$ cat config.mk
export PLATFORM = sky130hd
export DESIGN_NAME = cfim_top
export DESIGN_NICKNAME = d
export VERILOG_FILES = /design/src/logic/cfim_pkg.sv /design/src/logic/cfim_alu_if.sv /design/src/logic/cfim_top.sv /design/src/logic/cfim_alu.sv
export SDC_FILE = /design/constraint.sdc
export NUM_CORES = 1
export LEC_CHECK = 0
export BUFFER_PORTS_ARGS = -buffer_cell sky130_fd_sc_hd__buf_2
export CAP_MARGIN = 15
export CORE_ASPECT_RATIO = 2
export CORE_UTILIZATION = 34
export CTS_CLUSTER_SIZE = 40
export DETAILED_ROUTE_END_ITERATION = 16
export SLEW_MARGIN = 20
export SYNTH_ARGS = -nofsm -noshare
export SYNTH_HDL_FRONTEND = slang
export SYNTH_SLANG_ARGS = --single-unit
$ cat constraint.sdc
create_clock -name clk_in -period 5.9 [get_ports clk_in]
set_clock_uncertainty 0.1 [all_clocks]
set_input_delay 1.18 -clock clk_in [delete_from_list [all_inputs] [get_ports clk_in]]
set_output_delay 1.18 -clock clk_in [all_outputs]
set_load 0.05 [all_outputs]
$ cat src/logic/cfim_pkg.sv
package cfim_pkg;
   // Bit positions within the condition_flags register
   localparam int CF_C = 0;
   localparam int CF_Z = 1;
   localparam int CF_N = 2;
   localparam int CF_I = 3;
   localparam int CF_H = 4;
   localparam int CF_ONE_LO = 5;
   localparam int CF_ONE_HI = 6;
   localparam int CF_V = 7;
   localparam int CF_SIGN_BIT = 7;
   localparam int CF_NIB_BIT = 4;
   localparam int NIB_W = 4;
   // Fields of the op register write word
   localparam int OPF_CODE_LSB = 0;
   localparam int OPF_CODE_W = 4;
   localparam int OPF_CODE_LANE = 0;
   localparam int OPF_BR_LSB = 8;
   localparam int OPF_BR_W = 2;
   localparam int OPF_BR_LANE = 1;
   localparam int OPF_BR_EVAL = 12;
   // Byte lanes of the operand and status words
   localparam int BYTE_W = 8;
   localparam int LANE_ACC = 0;
   localparam int LANE_OPND = 1;
   localparam int LANE_POP = 2;
   localparam int LANE_HIGH = 1;
   // Decimal adjust limits and correction digit
   localparam logic [3:0] BCD_DIGIT_MAX = 4'h9;
   localparam logic [7:0] BCD_BYTE_MAX = 8'h99;
   localparam logic [3:0] BCD_FIX = 4'h6;
   // Reset value: mask set, fixed ones set, all other flags clear
   localparam logic [7:0] CF_RESET = 8'h68;
   localparam logic [7:0] CF_FIXED_ONES = 8'h60;
   // Wishbone register offsets (byte addresses)
   localparam logic [3:0] REG_FLAGS = 4'h0;
   localparam logic [3:0] REG_OP = 4'h4;
   localparam logic [3:0] REG_OPND = 4'h8;
   localparam logic [3:0] REG_STATUS = 4'hc;
   // Operation codes accepted by the block
   typedef enum logic [3:0] {
      CFIM_OP_NONE = 4'h0,
      CFIM_OP_ADD = 4'h1,
      CFIM_OP_ADC = 4'h2,
      CFIM_OP_SUB = 4'h3,
      CFIM_OP_LOGIC = 4'h4,
      CFIM_OP_DECADJ = 4'h5,
      CFIM_OP_UNMASK = 4'h6,
      CFIM_OP_SEI = 4'h7,
      CFIM_OP_IRET = 4'h8,
      CFIM_OP_PUSH_HIGH = 4'h9,
      CFIM_OP_POP_HIGH = 4'ha
   } cfim_op_t;
   // Branch condition codes
   typedef enum logic [1:0] {
      CFIM_BR_GT = 2'h0,
      CFIM_BR_GE = 2'h1,
      CFIM_BR_LE = 2'h2,
      CFIM_BR_LT = 2'h3
   } cfim_br_t;
   // Interrupt sequencer states, Gray coded
   typedef enum logic [1:0] {
      CFIM_IDLE = 2'b00,
      CFIM_STACK = 2'b01,
      CFIM_MASK = 2'b11,
      CFIM_VECT = 2'b10
   } cfim_state_t;
   localparam int NUM_IRQ = 4;
   localparam int STACK_CYCLES = 5;
endpackage

$ cat src/logic/cfim_alu_if.sv
`timescale 1ns/1ps
interface cfim_alu_if;
   import cfim_pkg::*;
   logic [7:0] a;
   logic [7:0] b;
   logic [7:0] flags;
   cfim_op_t op;
   logic [7:0] result;
   logic [7:0] new_flags;
   modport core (output a, output b, output flags, output op, input result, input new_flags);
   modport alu (input a, input b, input flags, input op, output result, output new_flags);
endinterface

$ cat src/logic/cfim_top.sv
// The register offsets and the Wishbone interface to the registers were left to the implementer.
`timescale 1ns/1ps
// Notes on behaviour
// - Flags register is 8 bits; bits 6 and 5 always read one.
// - Overflow flag follows two's complement overflow of add, add-with-carry and subtract; logic clears it, decimal adjust keeps it.
// - Signed branches greater, greater-equal, less-equal, less use overflow.
// - Add and add-with-carry set half-carry on carry from bit 3.
// - Decimal adjust picks correction from half-carry and carry flags, or from a low digit above 9 or a byte above 99h.
// - Mask set blocks maskable interrupts; mask clear accepts them.
// - Interrupt entry stacks registers, then sets mask, then fetches vector.
// - Entry does not stack high index byte; software pushes and pops it.
// - On unmask, the highest priority pending request is serviced first.
// - Interrupt return pops registers and restores mask from the stack.
// - Reset sets the mask; only the unmask instruction or an interrupt return of a clear stacked mask clears it.
// - Negative flag equals bit 7 of the result.
module cfim_top
   import cfim_pkg::*;
(
   input wire logic clk_in,
   input wire logic rstn_in,
   input wire logic wb_cyc_in,
   input wire logic wb_stb_in,
   input wire logic wb_we_in,
   input wire logic [3:0] wb_adr_in,
   input wire logic [3:0] wb_sel_in,
   input wire logic [31:0] wb_dat_in,
   output logic [31:0] wb_dat_out,
   output logic wb_ack_out,
   input wire logic [NUM_IRQ-1:0] irq_req_in,
   output logic [7:0] stack_data_out,
   output logic stack_push_out,
   output logic vector_fetch_out,
   output logic [1:0] vector_sel_out
);
   cfim_alu_if alu_bus ();
   logic [7:0] flags_q;
   logic [7:0] flags_d;
   logic [7:0] acc_q;
   logic [7:0] opnd_q;
   logic [7:0] popped_q;
   logic [7:0] high_index_q;
   logic [7:0] high_save_q;
   logic [31:0] rdata_d;
   logic [31:0] rdata_q;
   logic ack_q;
   logic req;
   logic wr_op;
   logic take_irq;
   logic branch_taken_q;
   logic [3:0] br_hits;
   logic [1:0] win_idx;
   logic [NUM_IRQ-1:0] irq_win;
   logic [1:0] vec_q;
   logic [2:0] stk_cnt_q;
   logic push_q;
   logic fetch_q;
   cfim_state_t state_q;
   cfim_op_t op_w;
   cfim_br_t br_w;
   logic br_valid;

   cfim_alu u_alu (
      .bus(alu_bus)
   );

   // Inputs to the flag datapath
   assign alu_bus.a = acc_q;
   assign alu_bus.b = opnd_q;
   assign alu_bus.flags = flags_q;
   assign alu_bus.op = op_w;

   // Bus decode; ack is a single-cycle pulse so requests cannot double fire
   assign req = wb_cyc_in && wb_stb_in && !ack_q;
   assign wr_op = req && wb_we_in && (wb_adr_in == REG_OP) && wb_sel_in[OPF_CODE_LANE];
   assign op_w = wr_op ? cfim_op_t'(wb_dat_in[OPF_CODE_LSB +: OPF_CODE_W]) : CFIM_OP_NONE;
   assign br_w = cfim_br_t'(wb_dat_in[OPF_BR_LSB +: OPF_BR_W]);
   assign br_valid = wr_op && wb_sel_in[OPF_BR_LANE] && wb_dat_in[OPF_BR_EVAL];
   assign wb_ack_out = ack_q;
   assign wb_dat_out = rdata_q;
   assign stack_data_out = flags_q;
   assign stack_push_out = push_q;
   assign vector_fetch_out = fetch_q;
   assign vector_sel_out = vec_q;

   // Acknowledge one cycle after the request is seen
   always_ff @(posedge clk_in)
   begin
      if (!rstn_in)
         ack_q <= 1'b0;
      else
         ack_q <= req;
   end

   // Operand registers written by software
   always_ff @(posedge clk_in)
   begin
      if (!rstn_in)
      begin
         acc_q <= 8'h00;
         opnd_q <= 8'h00;
         popped_q <= 8'h00;
      end
      else if (req && wb_we_in && (wb_adr_in == REG_OPND))
      begin
         if (wb_sel_in[LANE_ACC])
            acc_q <= wb_dat_in[LANE_ACC*BYTE_W +: BYTE_W];
         if (wb_sel_in[LANE_OPND])
            opnd_q <= wb_dat_in[LANE_OPND*BYTE_W +: BYTE_W];
         if (wb_sel_in[LANE_POP])
            popped_q <= wb_dat_in[LANE_POP*BYTE_W +: BYTE_W];
      end
      else if (wr_op)
         acc_q <= alu_bus.result;
   end

   // Next flags: the mask only clears through the unmask op or a stacked value
   always_comb
   begin
      flags_d = alu_bus.new_flags;
      case (op_w)
         CFIM_OP_UNMASK: flags_d[CF_I] = 1'b0;
         CFIM_OP_SEI: flags_d[CF_I] = 1'b1;
         CFIM_OP_IRET: flags_d = popped_q | CF_FIXED_ONES;
         default: flags_d[CF_I] = flags_q[CF_I];
      endcase
      if (state_q == CFIM_MASK)
         flags_d[CF_I] = 1'b1;
   end

   // Flags register; updated in the issuing cycle, visible on the next
   always_ff @(posedge clk_in)
   begin
      if (!rstn_in)
         flags_q <= CF_RESET;
      else
         flags_q <= flags_d | CF_FIXED_ONES;
   end

   // High index byte is kept apart: entry never stacks it
   always_ff @(posedge clk_in)
   begin
      if (!rstn_in)
      begin
         high_index_q <= 8'h00;
         high_save_q <= 8'h00;
      end
      else if (op_w == CFIM_OP_PUSH_HIGH)
         high_save_q <= high_index_q;
      else if (op_w == CFIM_OP_POP_HIGH)
         high_index_q <= high_save_q;
      else if (req && wb_we_in && (wb_adr_in == REG_STATUS) && wb_sel_in[LANE_HIGH])
         high_index_q <= wb_dat_in[LANE_HIGH*BYTE_W +: BYTE_W];
   end

   // Signed branch evaluation including the overflow flag
   always_comb
   begin
      br_hits[CFIM_BR_GT] = !(flags_q[CF_Z] || (flags_q[CF_N] ^ flags_q[CF_V]));
      br_hits[CFIM_BR_GE] = !(flags_q[CF_N] ^ flags_q[CF_V]);
      br_hits[CFIM_BR_LE] = flags_q[CF_Z] || (flags_q[CF_N] ^ flags_q[CF_V]);
      br_hits[CFIM_BR_LT] = flags_q[CF_N] ^ flags_q[CF_V];
   end

   always_ff @(posedge clk_in)
   begin
      if (!rstn_in)
         branch_taken_q <= 1'b0;
      else if (br_valid)
         branch_taken_q <= br_hits[br_w];
   end

   // Priority pick: request 0 is highest, so a request wins only while
   // every lower-numbered request is idle; the result is one-hot
   for (genvar g = 0; g < NUM_IRQ; g++)
   begin : g_prio
      if (g == 0)
      begin : g_first
         assign irq_win[g] = irq_req_in[g];
      end
      else
      begin : g_rest
         assign irq_win[g] = irq_req_in[g] && !(|irq_req_in[g-1:0]);
      end
   end

   // Encode the one-hot winner into the vector index
   always_comb
   begin
      win_idx = 2'h0;
      for (int i = 0; i < NUM_IRQ; i++)
         if (irq_win[i])
            win_idx = i[1:0];
   end

   // Acceptance only while unmasked and no instruction issues this cycle
   assign take_irq = (|irq_req_in) && !flags_q[CF_I] && !wr_op;

   // Entry sequence: stack, then mask, then vector fetch
   always_ff @(posedge clk_in)
   begin
      if (!rstn_in)
      begin
         state_q <= CFIM_IDLE;
         stk_cnt_q <= 3'h0;
         vec_q <= 2'h0;
      end
      else
      begin
         case (state_q)
            CFIM_IDLE:
               if (take_irq)
               begin
                  state_q <= CFIM_STACK;
                  vec_q <= win_idx;
                  stk_cnt_q <= 3'h0;
               end
            CFIM_STACK:
            begin
               stk_cnt_q <= stk_cnt_q + 3'h1;
               if (stk_cnt_q == 3'(STACK_CYCLES - 1))
                  state_q <= CFIM_MASK;
            end
            CFIM_MASK: state_q <= CFIM_VECT;
            CFIM_VECT: state_q <= CFIM_IDLE;
            default: state_q <= CFIM_IDLE;
         endcase
      end
   end

   // Registered strobes toward the stack and fetch logic
   always_ff @(posedge clk_in)
   begin
      if (!rstn_in)
      begin
         push_q <= 1'b0;
         fetch_q <= 1'b0;
      end
      else
      begin
         push_q <= (state_q == CFIM_STACK);
         fetch_q <= (state_q == CFIM_VECT);
      end
   end

   // Read mux; unmapped addresses read zero
   always_comb
   begin
      rdata_d = 32'h0000_0000;
      case (wb_adr_in)
         REG_FLAGS: rdata_d[7:0] = flags_q;
         REG_OPND: rdata_d[23:0] = {popped_q, opnd_q, acc_q};
         REG_STATUS: rdata_d[15:0] = {high_index_q, 1'b0, branch_taken_q,
                                      state_q, high_save_q[3:0]};
         default: rdata_d = 32'h0000_0000;
      endcase
   end

   always_ff @(posedge clk_in)
   begin
      if (!rstn_in)
         rdata_q <= 32'h0000_0000;
      else if (req && !wb_we_in)
         rdata_q <= rdata_d;
   end
endmodule

$ cat src/logic/cfim_alu.sv
`timescale 1ns/1ps
module cfim_alu
   import cfim_pkg::*;
(
   cfim_alu_if.alu bus
);
   logic [8:0] sum;
   logic [4:0] nib;
   logic [7:0] corr;
   logic [7:0] res;
   logic cin;
   logic v;
   logic c;
   logic h;
   logic dc;

   // Arithmetic and flag results for one operation
   always_comb
   begin
      cin = (bus.op == CFIM_OP_ADC) ? bus.flags[CF_C] : 1'b0;
      nib = {1'b0, bus.a[NIB_W-1:0]} + {1'b0, bus.b[NIB_W-1:0]} + {4'h0, cin};
      sum = {1'b0, bus.a} + {1'b0, bus.b} + {8'h00, cin};
      corr = 8'h00;
      dc = bus.flags[CF_C];
      res = bus.a;
      v = bus.flags[CF_V];
      c = bus.flags[CF_C];
      h = bus.flags[CF_H];
      bus.new_flags = bus.flags;
      case (bus.op)
         CFIM_OP_ADD, CFIM_OP_ADC:
         begin
            res = sum[7:0];
            h = nib[CF_NIB_BIT];
            c = sum[8];
            v = (bus.a[CF_SIGN_BIT] == bus.b[CF_SIGN_BIT])
               && (res[CF_SIGN_BIT] != bus.a[CF_SIGN_BIT]);
         end
         CFIM_OP_SUB:
         begin
            sum = {1'b0, bus.a} - {1'b0, bus.b};
            res = sum[7:0];
            c = sum[8];
            v = (bus.a[CF_SIGN_BIT] != bus.b[CF_SIGN_BIT])
               && (res[CF_SIGN_BIT] != bus.a[CF_SIGN_BIT]);
         end
         CFIM_OP_LOGIC:
         begin
            res = bus.b;
            v = 1'b0;
         end
         CFIM_OP_DECADJ:
         begin
            // Correction picked from carry and half-carry state, or from a low digit above 9 or a byte above 0x99
            if (bus.flags[CF_H] || (bus.a[NIB_W-1:0] > BCD_DIGIT_MAX))
               corr[NIB_W-1:0] = BCD_FIX;
            if (bus.flags[CF_C] || (bus.a > BCD_BYTE_MAX))
            begin
               corr[NIB_W +: NIB_W] = BCD_FIX;
               dc = 1'b1;
            end
            res = bus.a + corr;
            c = dc;
         end
         default:
         begin
            res = bus.a;
         end
      endcase
      bus.result = res;
      if ((bus.op != CFIM_OP_NONE) && (bus.op <= CFIM_OP_DECADJ))
      begin
         bus.new_flags[CF_V] = v;
         bus.new_flags[CF_H] = h;
         bus.new_flags[CF_C] = c;
         bus.new_flags[CF_N] = res[CF_SIGN_BIT];
         bus.new_flags[CF_Z] = (res == 8'h00);
      end
      bus.new_flags = bus.new_flags | CF_FIXED_ONES;
   end
endmodule

==> run metrics, run 1 <==
Num Clock Sinks=81; Final GP Congestion=0.980; CTS Hold Buffers Added=0; CP required=6.07 ns; post-CTS setup buffers=0; Setup Crit Path Kind=in2reg; Synth area leader=dfxtp_1; Critical Path Sink Type=flop; hold crit path type=reg2reg; Peak VDD IR=~0.17 mV; Setup WS pre-CTS=1.21 ns; Post-synth top cells=81 x dfxtp_1, 71 x nor2_1, 63 x a21oi_1; PnR worst setup slack=1.58 ns; status=finished, final reports clean; H-Tree Depth=3; Slew HR=24.9%; initial antenna violation count=0; Main synth FF type=dfxtp_1; FFs w/ async S/R, synth=0%; port buffer count=74; slowest CP cell=nor4b_1; Nets=approximately 760; CTS Buffer Depth=2; Tightest Pin Transition=about 1.1 ns; largest net degree at the start of global routing=57; top post-synthesis cells by area=dfxtp_1 32%, a21oi_1 6.3%, nor2_1 5.3%; CTS tree=done; iteration count of the initial detailed-routing pass=5; Die W=87.7 um; Static Leak=roughly 0.0023 uW; slowest stage delay, CP=about 0.53 ns; CTS buffer count=9; post-synthesis sequential area ratio=approximately 32%; Vias=around 5000; Core Rows=62; synth unique cells=71; Final Hold Viols=0; Worst-path clk slew=0.06 ns; starting density of the core=about a third; Reg2Reg Setup Slack=roughly 2.2 ns; # IOs=between 90 and 100; Mapped Area=5000 um^2; Final Setup Violations=0; Max Freq=232 MHz; Synth-to-Final Area Change=13.9%; FF/Latch Area=roughly 1600 um^2; # Max-Cap Violations=0; Syn Inst Count=around 640; antenna fix cells=0; crit path cell chain=buf_2 -> and4b_1 -> nand4_1 -> nor4b_1 -> fa_1 -> nor2b_1 -> o21ai_0 -> nor2b_1 -> a221o_1 -> a21o_1 -> or4_4 -> o21ai_2; per-cell routed wire length=slightly above 20 um; area of the multi-input gates=just over 3000 um^2; number of remaining DRC errors=0; number of synthesized flops with an enable pin=0; flops & latches, synth=81; core area=~14000 um^2; Tcrit/Tclk final=roughly three quarters; cell mode on critical path=nor2b_1; All-Layer GR Usage=a little under a quarter; final-layout fill cell count=1529; most common cell in the netlist=dfxtp_1; vias per cell=5.69; Avg Inst Size Synth=7.82 um^2; global-route wire length before repair=27.1 mm; Die Y=between 150 and 200 um; 1st-iter DRT viols=between 200 and 300; drt total wl=17.9 mm; Worst EP arrival=approximately 4.5 ns; Synth warnings=0; die area=15200 um^2; CTS root buffer=clkbuf_16; fin crit period=4.32 ns; RSZ-0062 raised after global routing=false; pwr dens=~210 nW/um^2; layout cells sized above 1=17.0%; Worst setup SP type=primary input; vias in the first global route=around 4900; critical-path maximum fanout=9; Final Max Slew Viols=0; total grt overflow=0; Detailed Place HPWL=roughly 14 mm; Clk Latency, worst-skew pair=0.34 ns; share of the synthesized area in the top cell type=between 30 and 40%; setup_tns=0 ns; post-cts sizing count=0; DRT antenna net count=0
[area by class of cell]
class | count | share of cell area [%]
repair buffers | 78 | 7.03
clock buffers | 10 | 4.20
well taps | 192 | 4.22
inverters | 26 | 1.71
clock inverters | 6 | 0.835
flip-flops and latches | 81 | 28.5
multi-input cells | 487 | 53.5
[routing by layer]
layer | GRT usage (%) | routed length, um
met5 | 0 | 0
met3 | 3.67 | 646
met4 | 17.3 | 1330
met2 | 42.5 | 9580
met1 | 24.4 | 6360
[cell families after synthesis]
kind of cell	share of synthesized area, %
mux	4.63
other cells	0.150
fa+ha+maj	6.86
simple gates	23.9
buf+inv	7.28
flops	32.4
compound gates	23.3
xor+xnor	1.40
[flip-flops by register name, summed over array words and instances (netlist names)]
register,count
vector_fetch_out,1
state_q,2
stack_push_out,1
popped_q,8
acc_q,8
wb_dat_out,24
wb_ack_out,1
stk_cnt_q,3
alu_bus.b,8
branch_taken_q,1
high_save_q,8
stack_data_out,6
high_index_q,8
vector_sel_out,2
[power by group]
group          total [uW]  switching [uW]  internal [uW]  leakage (uW)
logic                 103            76.8           25.9       0.00149
registers             552            2.53            550      0.000653
clock network         542             239            303      0.000146
[stage by stage]
| step | cell area [um^2] | hold slack (ns) | cells | total power [uW] | utilization (%) |
|---|---|---|---|---|---|
| floorplan | 5030 | 0.331 | 647 | 638 | - |
| global placement | 5410 | 0.337 | 864 | 664 | 37.7 |
| detailed placement | 5410 | 0.346 | 864 | 666 | 37.7 |
| CTS | 5690 | 0.356 | 880 | 1210 | 39.7 |
| global route | 5690 | 0.374 | 880 | 1240 | 39.7 |
| finish | 5690 | 0.351 | 880 | 1200 | 39.7 |
[worst max-delay path: cells and delay by family]
family	cells	cell delay (ns)
buffers and inverters	1	0.10
AND/OR/NAND/NOR	6	2.08
adder cells (fa/ha/maj)	1	0.32
AO/OA/AOI/OAI	4	0.79
[final timing paths]
kind | cells after the start | startpoint | endpoint
worst max-delay path | 12 | wb_we_in | stack_data_out[1]$_SDFFE_PN0P_
worst min-delay path | 2 | high_save_q[4]$_SDFFE_PN0N_ | high_save_q[4]$_SDFFE_PN0N_
worst max register to register | 11 | wb_ack_out$_SDFF_PN0_ | stack_data_out[1]$_SDFFE_PN0P_
worst min register to register | 2 | high_save_q[4]$_SDFFE_PN0N_ | high_save_q[4]$_SDFFE_PN0N_
[cells in the final DEF (no fill, tap or decap), types with 5 or more instances in the layout]
| master | synthesis | final |
|---|---|---|
| nor2b_1 | 7 | 7 |
| nand2_1 | 60 | 60 |
| a22oi_1 | 17 | 17 |
| a21o_1 | 9 | 9 |
| conb_1 | 2 | 10 |
| a21oi_1 | 63 | 63 |
| inv_1 | 26 | 25 |
| clkbuf_16 | 0 | 9 |
| nor2_1 | 71 | 71 |
| o22ai_1 | 5 | 5 |
| nand4_1 | 6 | 6 |
| nand3_1 | 27 | 27 |
| dfxtp_1 | 81 | 81 |
| nand2b_1 | 5 | 5 |
| or3_1 | 5 | 5 |
| buf_2 | 6 | 74 |
| nor3_1 | 29 | 28 |
| ha_1 | 21 | 21 |
| mux2i_1 | 22 | 22 |
| o21ai_0 | 19 | 19 |
| a211oi_1 | 22 | 22 |
| xnor2_1 | 5 | 5 |
No activity file was read; power rests on OpenSTA's default activity.
==> run 2, diff against run 1 <==
==> constraint.sdc (replaced) <==
create_clock -name clk_in -period 3.9 [get_ports clk_in]
set_clock_uncertainty 0.1 [all_clocks]
set_input_delay 0.78 -clock clk_in [delete_from_list [all_inputs] [get_ports clk_in]]
set_output_delay 0.78 -clock clk_in [all_outputs]
set_load 0.05 [all_outputs]
==> run 2 against run 1 <==
Net effect: count of clock-buffer cells in the layout did not move; global-route usage up 0.79 points; combinational power grew 57%; power up 51%; clock power up 50%; hold slack better by 0.0013 ns; cell area up 2.7%; die area is the same; via count grew 4.0%; setup slack got worse by 1.3 ns; sequential cell count did not move.
==> run metrics, run 2 (synthesis results as in run 1) <==
met1 usage=23.7%; Max Freq=about 280 MHz; antenna fix cells=0; Peak VDD IR=~0.28 mV; pwr dens=a little over 300 nW/um^2; setup_tns=0 ns; port buffer count=74; per-cell routed wire length=between 20 and 25 um; starting density of the core=34.8%; Worst EP arrival=~3.8 ns; largest net degree at the start of global routing=35; PnR worst setup slack=roughly 0.31 ns; crit path cell chain=buf_2 -> and4b_1 -> nand4_1 -> nor4b_1 -> fa_1 -> fa_1 -> a211oi_1 -> buf_4 -> xnor2_1 -> o221ai_1 -> a21o_1 -> or4_4 -> o21ai_2; drt total wl=18.1 mm; Die Y=approximately 170 um; iteration count of the initial detailed-routing pass=5; Num Clock Sinks=~80; Nets=between 700 and 800; DRT antenna net count=0; Slew HR=a little over two fifths; Tot Pwr=~1800 uW; H-Tree Depth=3; Detailed Place HPWL=around 14 mm; Static Leak=approximately 0.0024 uW; total grt overflow=0; Critical Path Sink Type=flop; layout cells sized above 1=19.4%; fin crit period=3.59 ns; Setup Crit Path Kind=in2reg; Final Setup Violations=0; Final Max Slew Viols=0; # Max-Cap Violations=0; Tcrit/Tclk final=about 92%; GRT met2 Usage=between 40% and 50%; slowest CP cell=or4_4; vias in the first global route=5270; All-Layer GR Usage=24.7%; met3 global-route usage=between 3 and 4%; Core Rows=between 60 and 70; Final GP Congestion=about 0.94; commonest non-fill, non-tap cell in the layout=dfxtp_1; core area=14400 um^2; die area=between 15000 and 20000 um^2; number of remaining DRC errors=0; global-route wire length before repair=28.0 mm; GRT busiest layer=met2; most frequent cells in the layout=81 x dfxtp_1, 74 x buf_2, 71 x nor2_1; final-layout fill cell count=approximately 1500; Synth-to-Final Area Change=16.9%; # IOs=94; CTS Buffer Depth=2; RSZ-0062 raised after global routing=false; CTS Hold Buffers Added=0; Vias=about 5200; CP required=~4 ns; initial antenna violation count=0; status=finished, final reports clean; CTS tree=done; CTS root buffer=clkbuf_16; max FFs per register=24; Setup WS pre-CTS=-0.0820 ns; hold crit path type=reg2reg; Final Hold Viols=0; Worst setup SP type=primary input; Tightest Pin Transition=approximately 0.87 ns; Worst-path clk slew=around 0.060 ns; 1st-iter DRT viols=between 300 and 400; slowest stage delay, CP=0.56 ns; Die W=87.7 um; critical-path maximum fanout=3; CTS buffer count=9; Clk Latency, worst-skew pair=0.34 ns; cell mode on critical path=fa_1; vias per cell=~5.8
run 2: cell types whose count changed in the layout (fill, tap and decap cells not counted), sizes merged:
cell and change:
clkinv -1, inv -1, buf +20, clkinvlp +2
run 2: timing repair:
action | in CTS | in global routing
gates resized for setup | 0 | 1
endpoints found under the setup margin | 0 | 1
endpoints found under the hold margin | 0 | 0
buffers inserted | 0 | 0
run 2: through the flow:
stage	utilization (%)	cells	hold WS [ns]	instance area [um^2]
final	40.7	900	0.352	5850
after global routing	40.7	900	0.382	5850
after CTS	40.7	900	0.356	5850
after detailed placement	38.7	884	0.349	5560
after global placement	38.7	884	0.337	5560
after floorplan	-	647	0.331	5030
run 2: where the power goes:
part	total (uW)	switching, uW	internal, uW	leakage [uW]
Combinational	162	117	45.2	0.00159
Sequential	835	3.50	832	0.000653
Clock	813	357	456	0.000137
run 2: worst max-delay path, delay by kind of cell:
family,cells,cell delay (ns)
AO/OA/AOI/OAI,4,0.70
XOR/XNOR,1,0.11
adder cells (fa/ha/maj),2,0.87
buffers and inverters,2,0.29
AND/OR/NAND/NOR,4,1.01
run 2: final timing paths:
check,start,end,slack (ns),depth (start not counted)
worst max register to register,acc_q[1]$_SDFFE_PN0P_,stack_data_out[1]$_SDFFE_PN0P_,0.43,11
worst min-delay path,high_save_q[7]$_SDFFE_PN0N_,high_save_q[7]$_SDFFE_PN0N_,0.35,2
worst min register to register,high_save_q[7]$_SDFFE_PN0N_,high_save_q[7]$_SDFFE_PN0N_,0.35,2
worst max-delay path,wb_we_in,stack_data_out[1]$_SDFFE_PN0P_,0.31,13
run 2: layout make-up:
| class | instances | area (um^2) | area share (%) |
|---|---|---|---|
| clock inverter | 6 | 48.8 | 0.835 |
| inverter | 26 | 97.6 | 1.67 |
| clock buffer | 10 | 239 | 4.09 |
| timing repair buffer | 98 | 551 | 9.42 |
| multi-input combinational | 487 | 3050 | 52.1 |
| sequential | 81 | 1620 | 27.7 |
| tap | 192 | 240 | 4.11 |
run 2: metal layers:
metal | vias to the layer above | wire length, um
met5 | - | 0
li1 | 2419 | -
met3 | 89 | 869
met4 | 0 | 1700
met1 | 2450 | 6000
met2 | 247 | 9550
==> run 3, diff against run 2 <==
--- a/config.mk
+++ b/config.mk
@@ -7,7 +7,6 @@
 export LEC_CHECK = 0
 export BUFFER_PORTS_ARGS = -buffer_cell sky130_fd_sc_hd__buf_2
 export CAP_MARGIN = 15
-export CORE_ASPECT_RATIO = 2
 export CORE_UTILIZATION = 34
 export CTS_CLUSTER_SIZE = 40
 export DETAILED_ROUTE_END_ITERATION = 16
==> run 3 against run 2 <==
Net effect: first-iteration DRC count up 5.8%; fmax fell by 1.5%; hold slack is essentially flat; cell area is 0.36% higher; die area decreased by 0.19%; sequential power about the same; critical path type unchanged; register-to-register slack is essentially flat; critical endpoint unchanged.
==> run metrics, run 3 (synthesis results as in run 1) <==
vias in the first global route=around 4700; fin crit period=about 3.6 ns; CP required=approximately 4 ns; Final GP Congestion=roughly 1; Final Hold Viols=0; CTS buffer count=9; drt total wl=about 16 mm; status=finished, final reports clean; initial antenna violation count=0; CTS Hold Buffers Added=0; Max Freq=about 270 MHz; H-Tree Depth=3; core area=approximately 14000 um^2; CTS tree=done; R2R depth=11; pwr dens=327 nW/um^2; Hold Startpoint=high_save_q[7]$_SDFFE_PN0N_; Final Max Slew Viols=0; starting density of the core=between 30% and 40%; Peak VDD IR=approximately 0.26 mV; crit path launch=wb_we_in; most frequent cells in the layout=81 x dfxtp_1, 74 x buf_2, 71 x nor2_1; Vias=approximately 5000; Die Y=roughly 120 um; Clk Latency, worst-skew pair=approximately 0.34 ns; Critical Path Sink Type=flop; Worst-path clk slew=0.06 ns; Worst setup SP type=primary input; Final Setup Violations=0; Tcrit/Tclk final=around 93%; fin cells=around 890; area of the multi-input gates=approximately 3000 um^2; DRT antenna net count=0; Detailed Place HPWL=~12 mm; Worst EP arrival=3.82 ns; antenna fix cells=0; Num Clock Sinks=81; Setup Crit Path Kind=in2reg; 1st-iter DRT viols=between 300 and 400; Tightest Pin Transition=between 0.7 and 0.8 ns; largest net degree at the start of global routing=43; Slew HR=49.3%; met2 routed WL=7.56 mm; final core occ=a little over two fifths; critical-path maximum fanout=3; All-Layer GR Usage=21.8%; setup_tns=0 ns; total grt overflow=0; Reg2Reg Setup Slack=approximately 0.44 ns; hold crit path type=reg2reg; port buffer count=74; Nets=777; CTS root buffer=clkbuf_16; # IOs=94; Crit Reg-Reg Startpoint=wb_ack_out$_SDFF_PN0_; routed metal-1 wirelength=between 7 and 8 mm; Synth-to-Final Area Change=17.4%; per-cell routed wire length=about 18 um; RSZ-0062 raised after global routing=false; post-CTS setup buffers=0; max FFs per register=24; layout cells sized above 1=around a fifth; CTS Buffer Depth=2; worst reg2reg path endpoint=stack_data_out[1]$_SDFFE_PN0P_; DR top layer=met4; WL met3=847 um; iteration count of the initial detailed-routing pass=5; final-layout fill cell count=between 1000 and 1500; Die W=around 120 um; post-cts sizing count=0; Static Leak=between 0.002 and 0.0025 uW; FF/Latch Area=approximately 1600 um^2; Core Rows=between 40 and 50; vias per cell=about 5.6; die area=15200 um^2; number of remaining DRC errors=0; # Max-Cap Violations=0; placed cells=a little under 900; global-route wire length before repair=roughly 25 mm; commonest non-fill, non-tap cell in the layout=dfxtp_1; Critical Path End=stack_data_out[1]$_SDFFE_PN0P_
-- run 3: changes by cell type in the layout (fill, tap and decap cells not counted), sizes merged --
cell,delta
clkinv,-1
bufinv,+2
clkbuf,+4
inv,-3
clkinvlp,-2
-- run 3: where the power goes --
part           internal [uW]  total (uW)  switching (uW)  leakage (uW)
clock network            597         924             327      0.000157
logic                   45.4         159             114       0.00158
registers                832         835            3.28      0.000653
total                   1470        1920             444       0.00239
-- run 3: cell type report --
type,count,area share [%]
clock buffer,14,4.50
clock inverter,2,1.02
inverter,26,1.66
multi-input combinational,487,52.0
sequential,81,27.6
tap,180,3.84
timing repair buffer,98,9.38
-- run 3: stage by stage --
step	instance area, um^2	hold slack [ns]	power, uW	setup slack [ns]
2_1_floorplan	5030	0.331	965	0.218
3_3_place_gp	5540	0.338	1010	0.0220
3_5_place_dp	5540	0.344	1010	-0.0644
4_1_cts	5870	0.352	1940	0.275
5_1_grt	5870	0.379	1980	0.0198
6_report	5870	0.352	1920	0.254
-- run 3: how the worst min path moves through the flow --
stage	cells past startpoint	endpoint	slack [ns]
2_1_floorplan	2	high_save_q[4]$_SDFFE_PN0N_	0.33
3_3_place_gp	2	vector_sel_out[0]$_SDFFE_PN0P_	0.34
3_5_place_dp	2	high_save_q[7]$_SDFFE_PN0N_	0.34
4_1_cts	2	high_save_q[7]$_SDFFE_PN0N_	0.35
5_1_grt	2	high_save_q[7]$_SDFFE_PN0N_	0.38
6_report	2	high_save_q[7]$_SDFFE_PN0N_	0.35
-- run 3: per-layer routing --
metal | vias up | global-route usage [%]
met3 | 36 | 3.69
met2 | 180 | 35.0
met5 | - | 0
met4 | 0 | 9.94
li1 | 2415 | -
met1 | 2365 | 28.3
-- run 3: critical path, stage by stage --
cell	delay, ns
buf_2	0.10
and4b_1	0.22
nand4_1	0.15
nor4b_1	0.08
fa_1	0.42
fa_1	0.43
a211oi_1	0.47
xnor2_1	0.18
o221ai_1	0.15
a21o_1	0.20
or4_4	0.53
o21ai_2	0.11
